**src/power_control_pkg.sv**
```systemverilog
// Register map, field positions and carriers for the power control block
`default_nettype none
package power_control_pkg;

  localparam int ADDR_W = 12;
  localparam int DATA_W = 32;

  localparam logic [ADDR_W-1:0] CONTROL_OFFSET = 12'h000;
  localparam logic [ADDR_W-1:0] STATE_OFFSET = 12'h004;

  localparam logic [DATA_W-1:0] CONTROL_RESET = 32'h0000_0000;
  localparam logic [DATA_W-1:0] STATE_RESET = 32'h0000_0000;

  // Control register fields
  localparam int CTL_REG_LP_BIT = 0;
  localparam int CTL_TARGET_BIT = 1;
  localparam int CTL_WAKE_CLR_BIT = 2;
  localparam int CTL_SB_CLR_BIT = 3;
  localparam int CTL_DET_EN_BIT = 4;
  localparam int CTL_THR_LSB = 5;
  localparam int CTL_THR_MSB = 7;
  localparam int CTL_BKP_WE_BIT = 8;

  // State register fields
  localparam int STS_WAKE_BIT = 0;
  localparam int STS_SB_BIT = 1;
  localparam int STS_DET_BIT = 2;
  localparam int STS_PIN_EN_BIT = 8;

  // Cycles from a wake clear write to the flag dropping
  localparam int WAKE_CLR_DELAY = 2;

  // Threshold codes, 2.2 V to 2.9 V in 0.1 V steps
  typedef enum logic [2:0] {
    THR_2V2, THR_2V3, THR_2V4, THR_2V5,
    THR_2V6, THR_2V7, THR_2V8, THR_2V9
  } threshold_type;

  typedef struct packed {
    logic backup_write_enable;
    threshold_type detector_threshold_select;
    logic voltage_detector_enable;
    logic deepsleep_target_select;
    logic stop_regulator_lowpower;
  } control_type;

  typedef struct packed {
    logic wake_pin_enable;
    logic detector_output_flag;
    logic standby_entered_flag;
    logic wake_event_flag;
  } state_type;

  typedef struct packed {
    logic enter_stop;
    logic enter_standby;
  } sleep_req_type;

endpackage : power_control_pkg
`default_nettype wire

```
**src/power_control_status_regs.sv**
```systemverilog
// Power control and status registers with an APB slave port
`default_nettype none
module power_control_status_regs (
  input wire logic core_clk_i,
  input wire logic sys_rst_i,
  input wire logic psel_i,
  input wire logic penable_i,
  input wire logic pwrite_i,
  input wire logic [power_control_pkg::ADDR_W-1:0] paddr_i,
  input wire logic [power_control_pkg::DATA_W-1:0] pwdata_i,
  output logic [power_control_pkg::DATA_W-1:0] prdata_o,
  output logic pready_o,
  output logic pslverr_o,
  input wire logic wake_pin_i,
  input wire logic rtc_alarm_wake_i,
  input wire logic supply_below_i,
  input wire logic core_deep_sleep_bit_i,
  input wire logic sleep_instr_i,
  input wire logic standby_wakeup_i,
  output logic stop_regulator_lowpower_o,
  output logic voltage_detector_enable_o,
  output logic [2:0] detector_threshold_select_o,
  output logic backup_write_enable_o,
  output logic wake_pin_enable_o,
  output logic enter_stop_o,
  output logic enter_standby_o,
  output logic in_standby_o
);

  power_control_pkg::control_type ctrl_r;
  power_control_pkg::state_type sts_r;
  power_control_pkg::sleep_req_type req_r;
  logic [power_control_pkg::DATA_W-1:0] prdata_r;
  logic [power_control_pkg::WAKE_CLR_DELAY-1:0] wake_clr_pipe_r;
  logic [2:0] pin_sync_r;
  logic [2:0] below_sync_r;
  logic pin_level_r;
  logic below_level_r;
  logic standby_r;
  logic stretch_r;
  logic is_ctrl;
  logic is_sts;
  logic access;
  logic wr_ctrl;
  logic wr_sts;
  logic wake_set;
  logic wake_clr;
  logic sb_clr;
  logic sleep_ok;

  //////////////////////////////////////////////////////////////////////////
  // Bus decode

  assign is_ctrl = paddr_i == power_control_pkg::CONTROL_OFFSET;
  assign is_sts = paddr_i == power_control_pkg::STATE_OFFSET;
  assign access = psel_i && penable_i;

  // Status read waits one cycle before completing
  assign pready_o = !(access && !pwrite_i && is_sts) || stretch_r;
  assign pslverr_o = access && !(is_ctrl || is_sts);
  assign wr_ctrl = access && pwrite_i && is_ctrl;
  assign wr_sts = access && pwrite_i && is_sts;
  assign prdata_o = prdata_r;

  always_ff @(posedge core_clk_i) begin
    if (sys_rst_i) begin
      stretch_r <= 1'b0;
    end else begin
      stretch_r <= access && !pwrite_i && is_sts && !stretch_r;
    end
  end

  // Read data is registered each cycle of a read; the stretched status read
  // thus presents a sample taken in its first access cycle.
  always_ff @(posedge core_clk_i) begin
    if (sys_rst_i) begin
      prdata_r <= '0;
    end else if (psel_i && !pwrite_i) begin
      prdata_r <= '0;
      if (is_ctrl) begin
        prdata_r[power_control_pkg::CTL_REG_LP_BIT] <=
          ctrl_r.stop_regulator_lowpower;
        prdata_r[power_control_pkg::CTL_TARGET_BIT] <=
          ctrl_r.deepsleep_target_select;
        prdata_r[power_control_pkg::CTL_DET_EN_BIT] <=
          ctrl_r.voltage_detector_enable;
        prdata_r[power_control_pkg::CTL_THR_MSB:power_control_pkg::CTL_THR_LSB]
          <= ctrl_r.detector_threshold_select;
        prdata_r[power_control_pkg::CTL_BKP_WE_BIT] <=
          ctrl_r.backup_write_enable;
      end else if (is_sts) begin
        prdata_r[power_control_pkg::STS_WAKE_BIT] <= sts_r.wake_event_flag;
        prdata_r[power_control_pkg::STS_SB_BIT] <= sts_r.standby_entered_flag;
        prdata_r[power_control_pkg::STS_DET_BIT] <= sts_r.detector_output_flag;
        prdata_r[power_control_pkg::STS_PIN_EN_BIT] <= sts_r.wake_pin_enable;
      end
    end
  end

  //////////////////////////////////////////////////////////////////////////
  // Control register

  always_ff @(posedge core_clk_i) begin
    if (sys_rst_i || standby_wakeup_i) begin
      // Cast only the bits the packed control fields occupy
      ctrl_r <= power_control_pkg::control_type'(power_control_pkg::CONTROL_RESET[
        $bits(power_control_pkg::control_type)-1:0]);
    end else if (wr_ctrl) begin
      ctrl_r.stop_regulator_lowpower <=
        pwdata_i[power_control_pkg::CTL_REG_LP_BIT];
      ctrl_r.deepsleep_target_select <=
        pwdata_i[power_control_pkg::CTL_TARGET_BIT];
      ctrl_r.voltage_detector_enable <=
        pwdata_i[power_control_pkg::CTL_DET_EN_BIT];
      ctrl_r.detector_threshold_select <= power_control_pkg::threshold_type'(
        pwdata_i[power_control_pkg::CTL_THR_MSB:
                 power_control_pkg::CTL_THR_LSB]);
      ctrl_r.backup_write_enable <=
        pwdata_i[power_control_pkg::CTL_BKP_WE_BIT];
    end
  end

  assign stop_regulator_lowpower_o = ctrl_r.stop_regulator_lowpower;
  assign voltage_detector_enable_o = ctrl_r.voltage_detector_enable;
  assign detector_threshold_select_o = ctrl_r.detector_threshold_select;
  assign backup_write_enable_o = ctrl_r.backup_write_enable;

  // Write-one clear pulses; the wake clear is delayed to match the part
  assign wake_clr = wake_clr_pipe_r[power_control_pkg::WAKE_CLR_DELAY-1];
  assign sb_clr = wr_ctrl && pwdata_i[power_control_pkg::CTL_SB_CLR_BIT];

  always_ff @(posedge core_clk_i) begin
    if (sys_rst_i) begin
      wake_clr_pipe_r <= '0;
    end else begin
      wake_clr_pipe_r <= {wake_clr_pipe_r[power_control_pkg::WAKE_CLR_DELAY-2:0],
        wr_ctrl && pwdata_i[power_control_pkg::CTL_WAKE_CLR_BIT]};
    end
  end

  //////////////////////////////////////////////////////////////////////////
  // Input synchronisers: a level counts once stages two and three agree

  always_ff @(posedge core_clk_i) begin
    if (sys_rst_i) begin
      pin_sync_r <= '0;
      below_sync_r <= '0;
    end else begin
      pin_sync_r <= {pin_sync_r[1:0], wake_pin_i};
      below_sync_r <= {below_sync_r[1:0], supply_below_i};
    end
  end

  always_ff @(posedge core_clk_i) begin
    if (sys_rst_i) begin
      pin_level_r <= 1'b0;
      below_level_r <= 1'b0;
    end else begin
      if (pin_sync_r[1] == pin_sync_r[2]) begin
        pin_level_r <= pin_sync_r[2];
      end
      if (below_sync_r[1] == below_sync_r[2]) begin
        below_level_r <= below_sync_r[2];
      end
    end
  end

  //////////////////////////////////////////////////////////////////////////
  // Status register; a set always wins over a simultaneous clear

  // Level sensitive: a pin held high keeps re-setting the flag
  assign wake_set = (sts_r.wake_pin_enable && pin_level_r)
    || rtc_alarm_wake_i;

  always_ff @(posedge core_clk_i) begin
    if (sys_rst_i) begin
      sts_r <= power_control_pkg::state_type'(
        power_control_pkg::STATE_RESET[3:0]);
    end else begin
      if (wake_set) begin
        sts_r.wake_event_flag <= 1'b1;
      end else if (wake_clr) begin
        sts_r.wake_event_flag <= 1'b0;
      end
      if (req_r.enter_standby) begin
        sts_r.standby_entered_flag <= 1'b1;
      end else if (sb_clr) begin
        sts_r.standby_entered_flag <= 1'b0;
      end
      // Detector stops in standby, so its flag is forced low there
      sts_r.detector_output_flag <= ctrl_r.voltage_detector_enable
        && !standby_r && below_level_r;
      if (wr_sts) begin
        sts_r.wake_pin_enable <=
          pwdata_i[power_control_pkg::STS_PIN_EN_BIT];
      end
    end
  end

  assign wake_pin_enable_o = sts_r.wake_pin_enable;

  //////////////////////////////////////////////////////////////////////////
  // Deep sleep entry

  assign sleep_ok = sleep_instr_i && core_deep_sleep_bit_i;

  always_ff @(posedge core_clk_i) begin
    if (sys_rst_i) begin
      req_r <= '0;
    end else begin
      req_r.enter_standby <= sleep_ok && ctrl_r.deepsleep_target_select
        && !sts_r.wake_event_flag;
      req_r.enter_stop <= sleep_ok && !ctrl_r.deepsleep_target_select;
    end
  end

  always_ff @(posedge core_clk_i) begin
    if (sys_rst_i || standby_wakeup_i) begin
      standby_r <= 1'b0;
    end else if (req_r.enter_standby) begin
      standby_r <= 1'b1;
    end
  end

  assign enter_stop_o = req_r.enter_stop;
  assign enter_standby_o = req_r.enter_standby;
  assign in_standby_o = standby_r;

endmodule : power_control_status_regs
`default_nettype wire

```
**config.mk**
```make
export PLATFORM = sky130hd
export DESIGN_NAME = power_control_status_regs
export DESIGN_NICKNAME = d
export VERILOG_FILES = /design/src/power_control_pkg.sv /design/src/power_control_status_regs.sv
export SDC_FILE = /design/constraint.sdc
export NUM_CORES = 1
export LEC_CHECK = 0
export ABC_CLOCK_PERIOD_IN_PS = 2180
export BUFFER_PORTS_ARGS = -buffer_cell sky130_fd_sc_hd__buf_2
export CAP_MARGIN = 10
export CORE_UTILIZATION = 33
export CTS_BUF_LIST = sky130_fd_sc_hd__clkbuf_4 sky130_fd_sc_hd__clkbuf_8
export DETAILED_ROUTE_END_ITERATION = 12
export MAX_ROUTING_LAYER = met4
export PLACE_DENSITY_LB_ADDON = 0.08
export SYNTH_ARGS = -nofsm -noshare
export SYNTH_HDL_FRONTEND = slang
export SYNTH_SLANG_ARGS = --single-unit
```
**constraint.sdc**
```tcl
create_clock -name core_clk_i -period 2.18 [get_ports core_clk_i]
set_input_delay 0.109 -clock core_clk_i [delete_from_list [all_inputs] [get_ports core_clk_i]]
set_output_delay 0.109 -clock core_clk_i [all_outputs]
set_load 0.02 [all_outputs]
```
After elaboration in Yosys (flattened, before gate mapping)
Cells that the tools add are included.
Widths: inputs -> output; s select.

cells by class
  eq/ne operators = 3
  multiplexer cells = 10
  reduce and logical (&&, ||, !) cells = 32

operator list
  operator             count
  $logic_and 1x1->1    18
  $eq 12x3->1 const B  1
  $logic_not 12->1     1
  $logic_not 1->1      7
  $mux 1               7
  $logic_or 1x1->1     4
  $mux 4               1
  $reduce_bool 2->1    2
  $mux 3               1
  $eq 1x1->1           2
  $mux 2               1

word-level totals
  bits in registers = 33
  output and inout bits = 44
  logic and storage cells = 64

Longest topological paths before layout
Gate-level depths: netlist of the first run.

  depth in word-level cells = 6
  gate-level depth with buffers = 5

Worst setup path before layout of the first run
No wires, ideal clock.

  path kind = input -> register
  from = input port paddr_i[0] in the netlist's numbering
  to = register sts_r[1] in the netlist's numbering
  arrival time = 1.635 ns
  slack = 0.425 ns
  stages on the path = 5
  cells stage by stage = or4_1 -> buf_2 -> or4_4 -> buf_6 -> o31a_1

on the way
  cells in the longest elaborated chain, start to end = 4

ends and longest elaborated chain
  element                      RTL line                          RTL
  from (decl)                  power_control_status_regs.sv:9    input wire logic [power_control_pkg::ADDR_W-1:0] paddr_i,
  $logic_not 12->1             power_control_status_regs.sv:54   assign is_ctrl = paddr_i == power_control_pkg::CONTROL_OFFSET;
  $logic_and 1x1->1            power_control_status_regs.sv:61   assign wr_ctrl = access && pwrite_i && is_ctrl;
  $logic_and 1x1->1            power_control_status_regs.sv:130  assign sb_clr = wr_ctrl && pwdata_i[power_control_pkg::CTL_SB_CLR_BIT];
  $reduce_bool 2->1 (no line)  --
  to (signal assigned)         power_control_status_regs.sv:177  sts_r <= power_control_pkg::state_type'(
  to (decl)                    power_control_status_regs.sv:31   power_control_pkg::state_type sts_r;

Every way passes these cells.
A chain may end at the register's enable or synchronous reset.

Final worst setup path of the first run
  from = input port paddr_i[4] in the netlist's numbering
  to = register sts_r[1] in the netlist's numbering

The elaborated chain is that of the path after synthesis.

==> impl_metrics.toml, run 1 <==
[run_status]
status = "finished clean"

[cts]
postCtsHoldBufs = 0
cts_tree = "yes"
cts_max_level = 2
cts_setup_buffers = 0
cts_resized = 0
cts_buffers = 5
cts_max_path_buffers = 2
clk_pin_slew_ps = 70
cts_sinks = 33
clock_latency_ps = 280
clock_tree.root_cell = "clkbuf_8"

[sta]
max_freq_mhz = 611
fin_crit_sh_pct = 75.0
hold_viol = 0
rsz0062_at_grt = "false"
relSlewSlack_pct = 59.7
finClkSkew_ps = 3.89
hold_slack_ps = 32.7
period_minus_slack_ps = 1640
setup-violations-final = 0
tightest_slew_ps = 602
setup_tns_ps = 0
finalMaxSlewViolations = 0

[synth]
synth.yosys.seq_area_share_pct = 46.2
synth_seq_cells = 33
syn_area_mm2 = 0.00143
synth_edf_count = 0
synth.avg_cell_area_um2 = 9.61
synth-async-reset-ratio_pct = 0
synthCells = 149
synth_top_flop_cell = "dfxtp_1"
yosysWarnings = 0
synth_cell_types = 32

[worst_setup_path]
slowest_delay_ps = 700
cp-end-kind = "flip-flop"
rr_startpoint = "voltage_detector_enable_o"
crit_arrival_ps = 1810
cp_slowest_cell = "or4_4"
reg2reg_to = "sts_r[2]"
crit_chain = "buf_2 -> or4_1 -> or4_4 -> o31a_1"
critPathMaxFanout = 9
path_buf_inv = 1
crit_type = "in2reg"
crit_path_start_kind = "primary input"
r2r_cells = 1
worst_ep_required_time_ps = 2350
critPathTopFamily = "simple AND/OR/NAND/NOR gates"
critPathLaunch = "paddr_i[4]"
r2r_slack_ps = 1390

[detailed_routing]
route.detailed.drc = 0
via_count = 1104
wl_per_cell_um = 11.8
drtAntennaViolNets = 0
drt_iter0_drc = 57
firstDrtPassIters = 4
routed_wirelength_mm = 2.97
drt-vias-per-instance = 4.40

[worst_hold_path]
min_from = "wake_pin_i"
holdPathStages = 2
hold_path_class = "in2reg"
whs_endpoint = "pin_sync_r[0]"

[job]
max_cap_violations = 0

[final_layout]
area_growth_pct = 21.9
finalInstanceArea_mm2 = 0.00174
utilization_pct = 42.7
n_antenna_cell = 0
drive_gt1_share_pct = 32.3
finalNetCount = 255

[grt]
grt_max_degree = 19
top_usage_layer = "met2"
grt_pass1_vias = 970
gr-usage-met3_pct = 4.00
use_met2_pct = 21.8
grtUsageTotal_pct = 14.1
grt.overflow.total = 0
grtUsageMet1_pct = 16.3
grt_pass1_wl_mm = 4.44
antenna_found_initial = 0

[place]
place_hpwl_mm = 2.13
io_buffers = 51
globalplace.congestion = 0.717
detailed_place.area_mm2 = 0.00162

[floorplanning]
fp.dieH_um = 67.9
die_w_um = 67.9
coreArea_mm2 = 0.00409
std_cell_rows = 23
die-area_mm2 = 0.00460
io_pins = 99
start_util_pct = 35.0

[power_and_ir_drop]
power.density_mw_per_mm2 = 754
total_leakage_power_nw = 0.838
ir_drop_v = 0.000460
==> flip-flops by register name, summed over array words and instances (netlist names), 2 cells and up <==
register and flops:
wake_clr_pipe_r 2, detector_threshold_select_o 3, below_sync_r 3, prdata_o 8, sts_r 3, pin_sync_r 3
==> per-stage QoR <==
stage          total power [mW]  cells  setup WS, ps
2_1_floorplan             0.727    172           425
3_3_place_gp              0.732    243           278
3_5_place_dp              0.734    243           249
4_1_cts                    1.34    251           552
5_1_grt                    1.37    251           512
6_report                   1.32    251           545
==> metal layers <==
metal / wire (um) / vias to the layer above
li1: - / 557
met1: 1330 / 486
met2: 1350 / 56
met3: 238 / 5
met4: 48 / 0
met5: 0 / -
==> logic make-up (layout without fill, tap and decap cells) <==
family | Yosys count | after routing | share of synthesized area [%]
muxes | 11 | 11 | 7.69
and+or+nand+nor | 53 | 53 | 20.5
other | 1 | 24 | 0.262
AOI/OAI and AO/OA | 17 | 17 | 8.83
DFF | 33 | 33 | 46.2
buffers and inverters | 34 | 63 | 16.6
==> report_power, final <==
| part | switching (mW) | internal (mW) | leakage [nW] |
|---|---|---|---|
| Sequential | 0.00319 | 0.609 | 0.267 |
| Combinational | 0.0736 | 0.0355 | 0.509 |
| Clock | 0.209 | 0.385 | 0.0619 |
| Total | 0.286 | 1.03 | 0.838 |
==> cell usage after synthesis (2+ instances only) <==
library cell / n / share of area (%)
dfxtp_1: 33 / 46
buf_4: 27 / 14
nand2_1: 18 / 4.7
mux2i_1: 11 / 7.7
nor2b_1: 8 / 3.5
nor2_1: 6 / 1.6
a21oi_1: 4 / 1.4
a22o_1: 4 / 2.4
clkbuf_1: 4 / 1.0
o2bb2ai_1: 4 / 2.4
nand2b_1: 3 / 1.3
or4_1: 3 / 1.6
nor3_1: 2 / 0.70
nor3b_1: 2 / 1.0
nor4_1: 2 / 0.87
o21ai_0: 2 / 0.70
==> how the worst max path moves through the flow <==
stage	to	slack, ps	cells past startpoint
2_1_floorplan	sts_r[1]	430	5
3_3_place_gp	sts_r[1]	280	4
3_5_place_dp	sts_r[1]	250	4
4_1_cts	sts_r[1]	550	4
5_1_grt	sts_r[1]	510	4
6_report	sts_r[1]	540	4
==> placed cells by master, fill, tap and decap left out, types with 6 or more instances in the layout <==
cell type / instances
nor2_1: 6
conb_1: 24
dfxtp_1: 33
buf_2: 51
nor2b_1: 8
nand2_1: 18
mux2i_1: 11
clkbuf_8: 6
==> area by class of cell <==
cell class / count / area (um2)
fill: 427 / 2340
sequential: 33 / 661
multi-input combinational: 105 / 619
timing repair buffer: 54 / 278
clock buffer: 7 / 90.1
tap: 50 / 62.6
clock inverter: 1 / 30.0
inverter: 1 / 3.75
(Power assumes the default switching activity.)
==> inputs of run 2 (changes only) <==
--- a/config.mk
+++ b/config.mk
@@ -5,7 +5,7 @@
 export SDC_FILE = /design/constraint.sdc
 export NUM_CORES = 1
 export LEC_CHECK = 0
-export ABC_CLOCK_PERIOD_IN_PS = 2180
+export ABC_CLOCK_PERIOD_IN_PS = 1600
 export BUFFER_PORTS_ARGS = -buffer_cell sky130_fd_sc_hd__buf_2
 export CAP_MARGIN = 10
 export CORE_UTILIZATION = 33
==> constraint.sdc (replaced) <==
create_clock -name core_clk_i -period 1.6 [get_ports core_clk_i]
set_input_delay 0.08 -clock core_clk_i [delete_from_list [all_inputs] [get_ports core_clk_i]]
set_output_delay 0.08 -clock core_clk_i [all_outputs]
set_load 0.02 [all_outputs]
==> run 2 against run 1 <==
  * Non-clock buffer count up 9
  * Sequential cell count unchanged
  * Clock-buffer cell count down 1
  * Combinational power up 47%
  * Critical path depth up 1
  * Clock skew up 1.4 ps
  * Final cell count up 3.6%
  * Sequential power up 36%
==> impl_metrics.toml, run 2 (same netlist as run 1, synthesis figures left out) <==
[power_and_ir_drop]
ir_drop_v = 0.000614
power.density_mw_per_mm2 = 902
total_leakage_power_nw = 0.866
finalPower_mw = 1.61

[grt]
grt_pass1_vias = 1040
top_usage_layer = "met2"
grtUsageTotal_pct = 15.1
grt.overflow.total = 0
antenna_found_initial = 0
grt_max_degree = 19
use_met2_pct = 23.5
grt_pass1_wl_mm = 4.83
grtUsageMet1_pct = 16.9
gr-usage-met3_pct = 5.17

[final_layout]
largest_reg_flops = 8
finalNetCount = 264
n_antenna_cell = 0
area_growth_pct = 24.7
final_cell_mix = "buf_2 (51), dfxtp_1 (33), conb_1 (24), nand2_1 (18)"
drive_gt1_share_pct = 35.2
mostFrequentLayoutCell = "buf_2"

[worst_setup_path]
rr_startpoint = "voltage_detector_enable_o"
r2r_cells = 1
crit_type = "in2out"
r2r_slack_ps = 840
reg2reg_to = "sts_r[2]"
crit_path_start_kind = "primary input"
critPathMaxFanout = 4
cp-end-kind = "output port"
crit_arrival_ps = 1400
worst_ep_required_time_ps = 1520

[cts]
clk_pin_slew_ps = 70
cts_buffers = 5
cts_max_path_buffers = 2
cts_sinks = 33
cts_setup_buffers = 0
cts_max_level = 2
clock_tree.root_cell = "clkbuf_8"
clock_latency_ps = 280
cts_tree = "yes"

[floorplanning]
fp.dieH_um = 67.9
std_cell_rows = 23
start_util_pct = 35.0
die_w_um = 67.9
die-area_mm2 = 0.00460
io_pins = 99
coreArea_mm2 = 0.00409

[sta]
finClkSkew_ps = 5.28
finalMaxSlewViolations = 0
setup-violations-final = 0
rsz0062_at_grt = "false"
period_minus_slack_ps = 1480
hold_viol = 0
fin_crit_sh_pct = 92.3
max_freq_mhz = 677
setup_tns_ps = 0

[detailed_routing]
wl_per_cell_um = 11.8
route.detailed.drc = 0
drt-vias-per-instance = 4.44
firstDrtPassIters = 4
drtAntennaViolNets = 0
via_count = 1155
routed_wirelength_mm = 3.07
drt_iter0_drc = 57

[worst_hold_path]
whs_endpoint = "pin_sync_r[0]"
min_from = "wake_pin_i"
holdPathStages = 2
hold_path_class = "in2reg"

[job]
max_cap_violations = 0

[run_status]
status = "finished clean"

[place]
place_hpwl_mm = 2.30
globalplace.congestion = 0.763
io_buffers = 51
==> run 2: cell types whose count changed in the layout (fill, tap and decap cells not counted) <==
cell	change
buf_4	+8
clkinv_2	+2
bufinv_16	-1
clkbuf_8	-1
dlygate4sd3_1	+1
or4_1	-1
or4_4	+1
==> run 2: repair_timing <==
item	4_1_cts	5_1_grt
gates resized for setup	0	0
endpoints found under the hold margin	1	0
hold buffers	1	0
==> run 2: metrics by stage <==
stage | cell area (um2) | utilization (%) | hold slack, ps | worst slack [ps] | instances
CTS | 1780 | 43.7 | 2.76 | 116 | 260
global placement | 1690 | 41.3 | 288 | -148 | 251
floorplan | 1520 | - | 208 | -62.3 | 172
detailed placement | 1690 | 41.3 | 299 | -181 | 251
global route | 1780 | 43.7 | 13.4 | 29.6 | 260
finish | 1780 | 43.7 | 13.9 | 123 | 260
==> run 2: area by class of cell <==
cell class              instances  area, um2
fillers                       413       2300
flip-flops and latches         33        661
multi-input cells             105        623
repair buffers                 63        348
clock buffers                   6       76.3
well taps                      50       62.6
clock inverters                 2       10.0
inverters                       1       3.75
==> run 2: per-layer routing <==
metal	up-vias	wire length, um
li1	576	-
met1	520	1380
met2	55	1380
met3	4	257
met4	0	53
met5	-	0
==> run 2: worst max-delay path by stage <==
stage / from / endpoint / slack, ps
final: paddr_i[0] / pslverr_o / 120
after global routing: paddr_i[4] / prdata_o[0] / 30
after CTS: paddr_i[0] / pslverr_o / 120
after detailed placement: paddr_i[4] / prdata_o[1] / -180
after global placement: paddr_i[4] / prdata_o[1] / -150
after floorplan: paddr_i[4] / sts_r[1] / -60
==> run 2: power breakdown <==
part	leakage [nW]	switching (mW)	internal, mW
Clock	0.0484	0.296	0.318
Sequential	0.267	0.00433	0.830
Combinational	0.551	0.103	0.0568
Total	0.866	0.404	1.21
==> run 2: worst max-delay path, cell delays in order <==
cell	delay, ps
buf_2	90
or4_1	560
buf_4	180
o311a_1	320
buf_2	160
==> inputs of run 3 (changes only) <==
--- a/config.mk
+++ b/config.mk
@@ -13,6 +13,7 @@
 export DETAILED_ROUTE_END_ITERATION = 12
 export MAX_ROUTING_LAYER = met4
 export PLACE_DENSITY_LB_ADDON = 0.08
+export REMOVE_ABC_BUFFERS = 1
 export SYNTH_ARGS = -nofsm -noshare
 export SYNTH_HDL_FRONTEND = slang
 export SYNTH_SLANG_ARGS = --single-unit
==> run 3 against run 2 <==
  * Setup slack lost 16 ps
  * Critical path depth is the same
  * Sequential power is essentially flat
  * Critical path type is now in2reg
  * Largest cell class unchanged
==> impl_metrics.toml, run 3 (same netlist as run 1, synthesis figures left out) <==
[sta]
finalMaxSlewViolations = 0
setup_tns_ps = 0
setup-violations-final = 0
rsz0062_at_grt = "false"
period_minus_slack_ps = 1490
fin_crit_sh_pct = 93.3
hold_viol = 0
max_freq_mhz = 670
tightest_slew_ps = 608
finClkSkew_ps = 7.32
setup_ws_ps = 108
relSlewSlack_pct = 59.3

[place]
io_buffers = 51
globalplace.congestion = 0.818
detailed_place.area_mm2 = 0.00168
post-place-ws_ps = -208
place_hpwl_mm = 2.24

[worst_setup_path]
critPathLaunch = "paddr_i[0]"
crit_arrival_ps = 1690
worst_ep_required_time_ps = 1800
crit_type = "in2reg"
crit_path_start_kind = "primary input"
rr_startpoint = "enter_standby_o"
critPathMaxFanout = 5
cp-end-kind = "flip-flop"

[grt]
grtUsageTotal_pct = 14.2
grt_pass1_vias = 1059
antenna_found_initial = 0
grt.overflow.total = 0
grt_pass1_wl_mm = 4.53
grt_max_degree = 19

[final_layout]
finalNetCount = 261
drive_gt1_share_pct = 34.8
area_growth_pct = 26.1
n_antenna_cell = 0
mostFrequentLayoutCell = "buf_2"
largest_reg_flops = 8
fillerInstances = 432
finalInstanceArea_mm2 = 0.00181
final_cell_mix = "buf_2 (51), dfxtp_1 (33), conb_1 (24), nand2_1 (18), mux2i_1 (11)"

[power_and_ir_drop]
finalPower_mw = 1.80
power.density_mw_per_mm2 = 995
total_leakage_power_nw = 0.872
ir_drop_v = 0.000686

[detailed_routing]
firstDrtPassIters = 4
drtAntennaViolNets = 0
drt_iter0_drc = 34
drt-vias-per-instance = 4.54
wl_per_cell_um = 11.5
via_count = 1166
routed_wirelength_mm = 2.96
route.detailed.drc = 0

[cts]
clock_latency_ps = 280
cts_tree = "yes"
clock_tree.root_cell = "clkbuf_8"
cts_setup_buffers = 0
cts_buffers = 5
clk_pin_slew_ps = 60
cts_max_level = 2
cts_sinks = 33
cts_max_path_buffers = 2

[floorplanning]
fp.dieH_um = 67.9
die-area_mm2 = 0.00460
coreArea_mm2 = 0.00409
std_cell_rows = 23
die_w_um = 67.9
start_util_pct = 35.0
io_pins = 99

[worst_hold_path]
hold_path_class = "in2reg"
min_from = "wake_pin_i"

[job]
max_cap_violations = 0

[run_status]
status = "finished clean"
## run 3: cell count changes in the layout (fill, tap and decap cells not counted), sizes merged
cell         delta
bufinv          +1
clkinv          -2
clkbuf          +1
buf             -2
dlygate4sd3     -1
## run 3: worst max-delay path, stage by stage
cell and delay, ps:
buf_2 90, or4_1 610, or4_4 590, buf_4 160, nor3b_1 150
## run 3: path summary, 6_finish.rpt
path,endpoint,slack (ps),cells after the start
worst min register to register,stretch_r,420,1
worst min-delay path,pin_sync_r[0],10,2
worst max-delay path,wake_clr_pipe_r[0],110,5
worst max register to register,sts_r[1],870,1
## run 3: area by class of cell
type / instances / area (um2) / share of cell area [%]
multi-input cells: 105 / 623 / 34.5
clock buffers: 7 / 90.1 / 4.99
flip-flops and latches: 33 / 661 / 36.6
repair buffers: 60 / 335 / 18.6
clock inverters: 1 / 30.0 / 1.66
inverters: 1 / 3.75 / 0.208
well taps: 50 / 62.6 / 3.47
## run 3: stage by stage
step,util [%],std cells,hold slack [ps]
floorplan,-,139,149
global placement,41.2,249,289
detailed placement,41.2,249,292
CTS,44.1,257,1.82
global route,44.2,257,12.7
finish,44.2,257,12.1
## run 3: timing repair
action / in CTS / in global routing
endpoints found under the setup margin: 0 / 2
hold buffers: 0 / 0
resized for setup: 0 / 1
## run 3: layer usage
layer,global-route usage (%),up-vias,wire (um)
li1,-,575,-
met1,16.5,531,1310
met2,22.2,58,1380
met3,4.83,2,242
met4,6.25,0,24
met5,-,-,0
## run 3: power by group
group	total, mW	leakage [nW]	switching [mW]	internal (mW)
logic	0.154	0.543	0.101	0.0525
registers	0.834	0.267	0.00404	0.830
clock network	0.809	0.0619	0.284	0.524
total	1.80	0.872	0.390	1.41
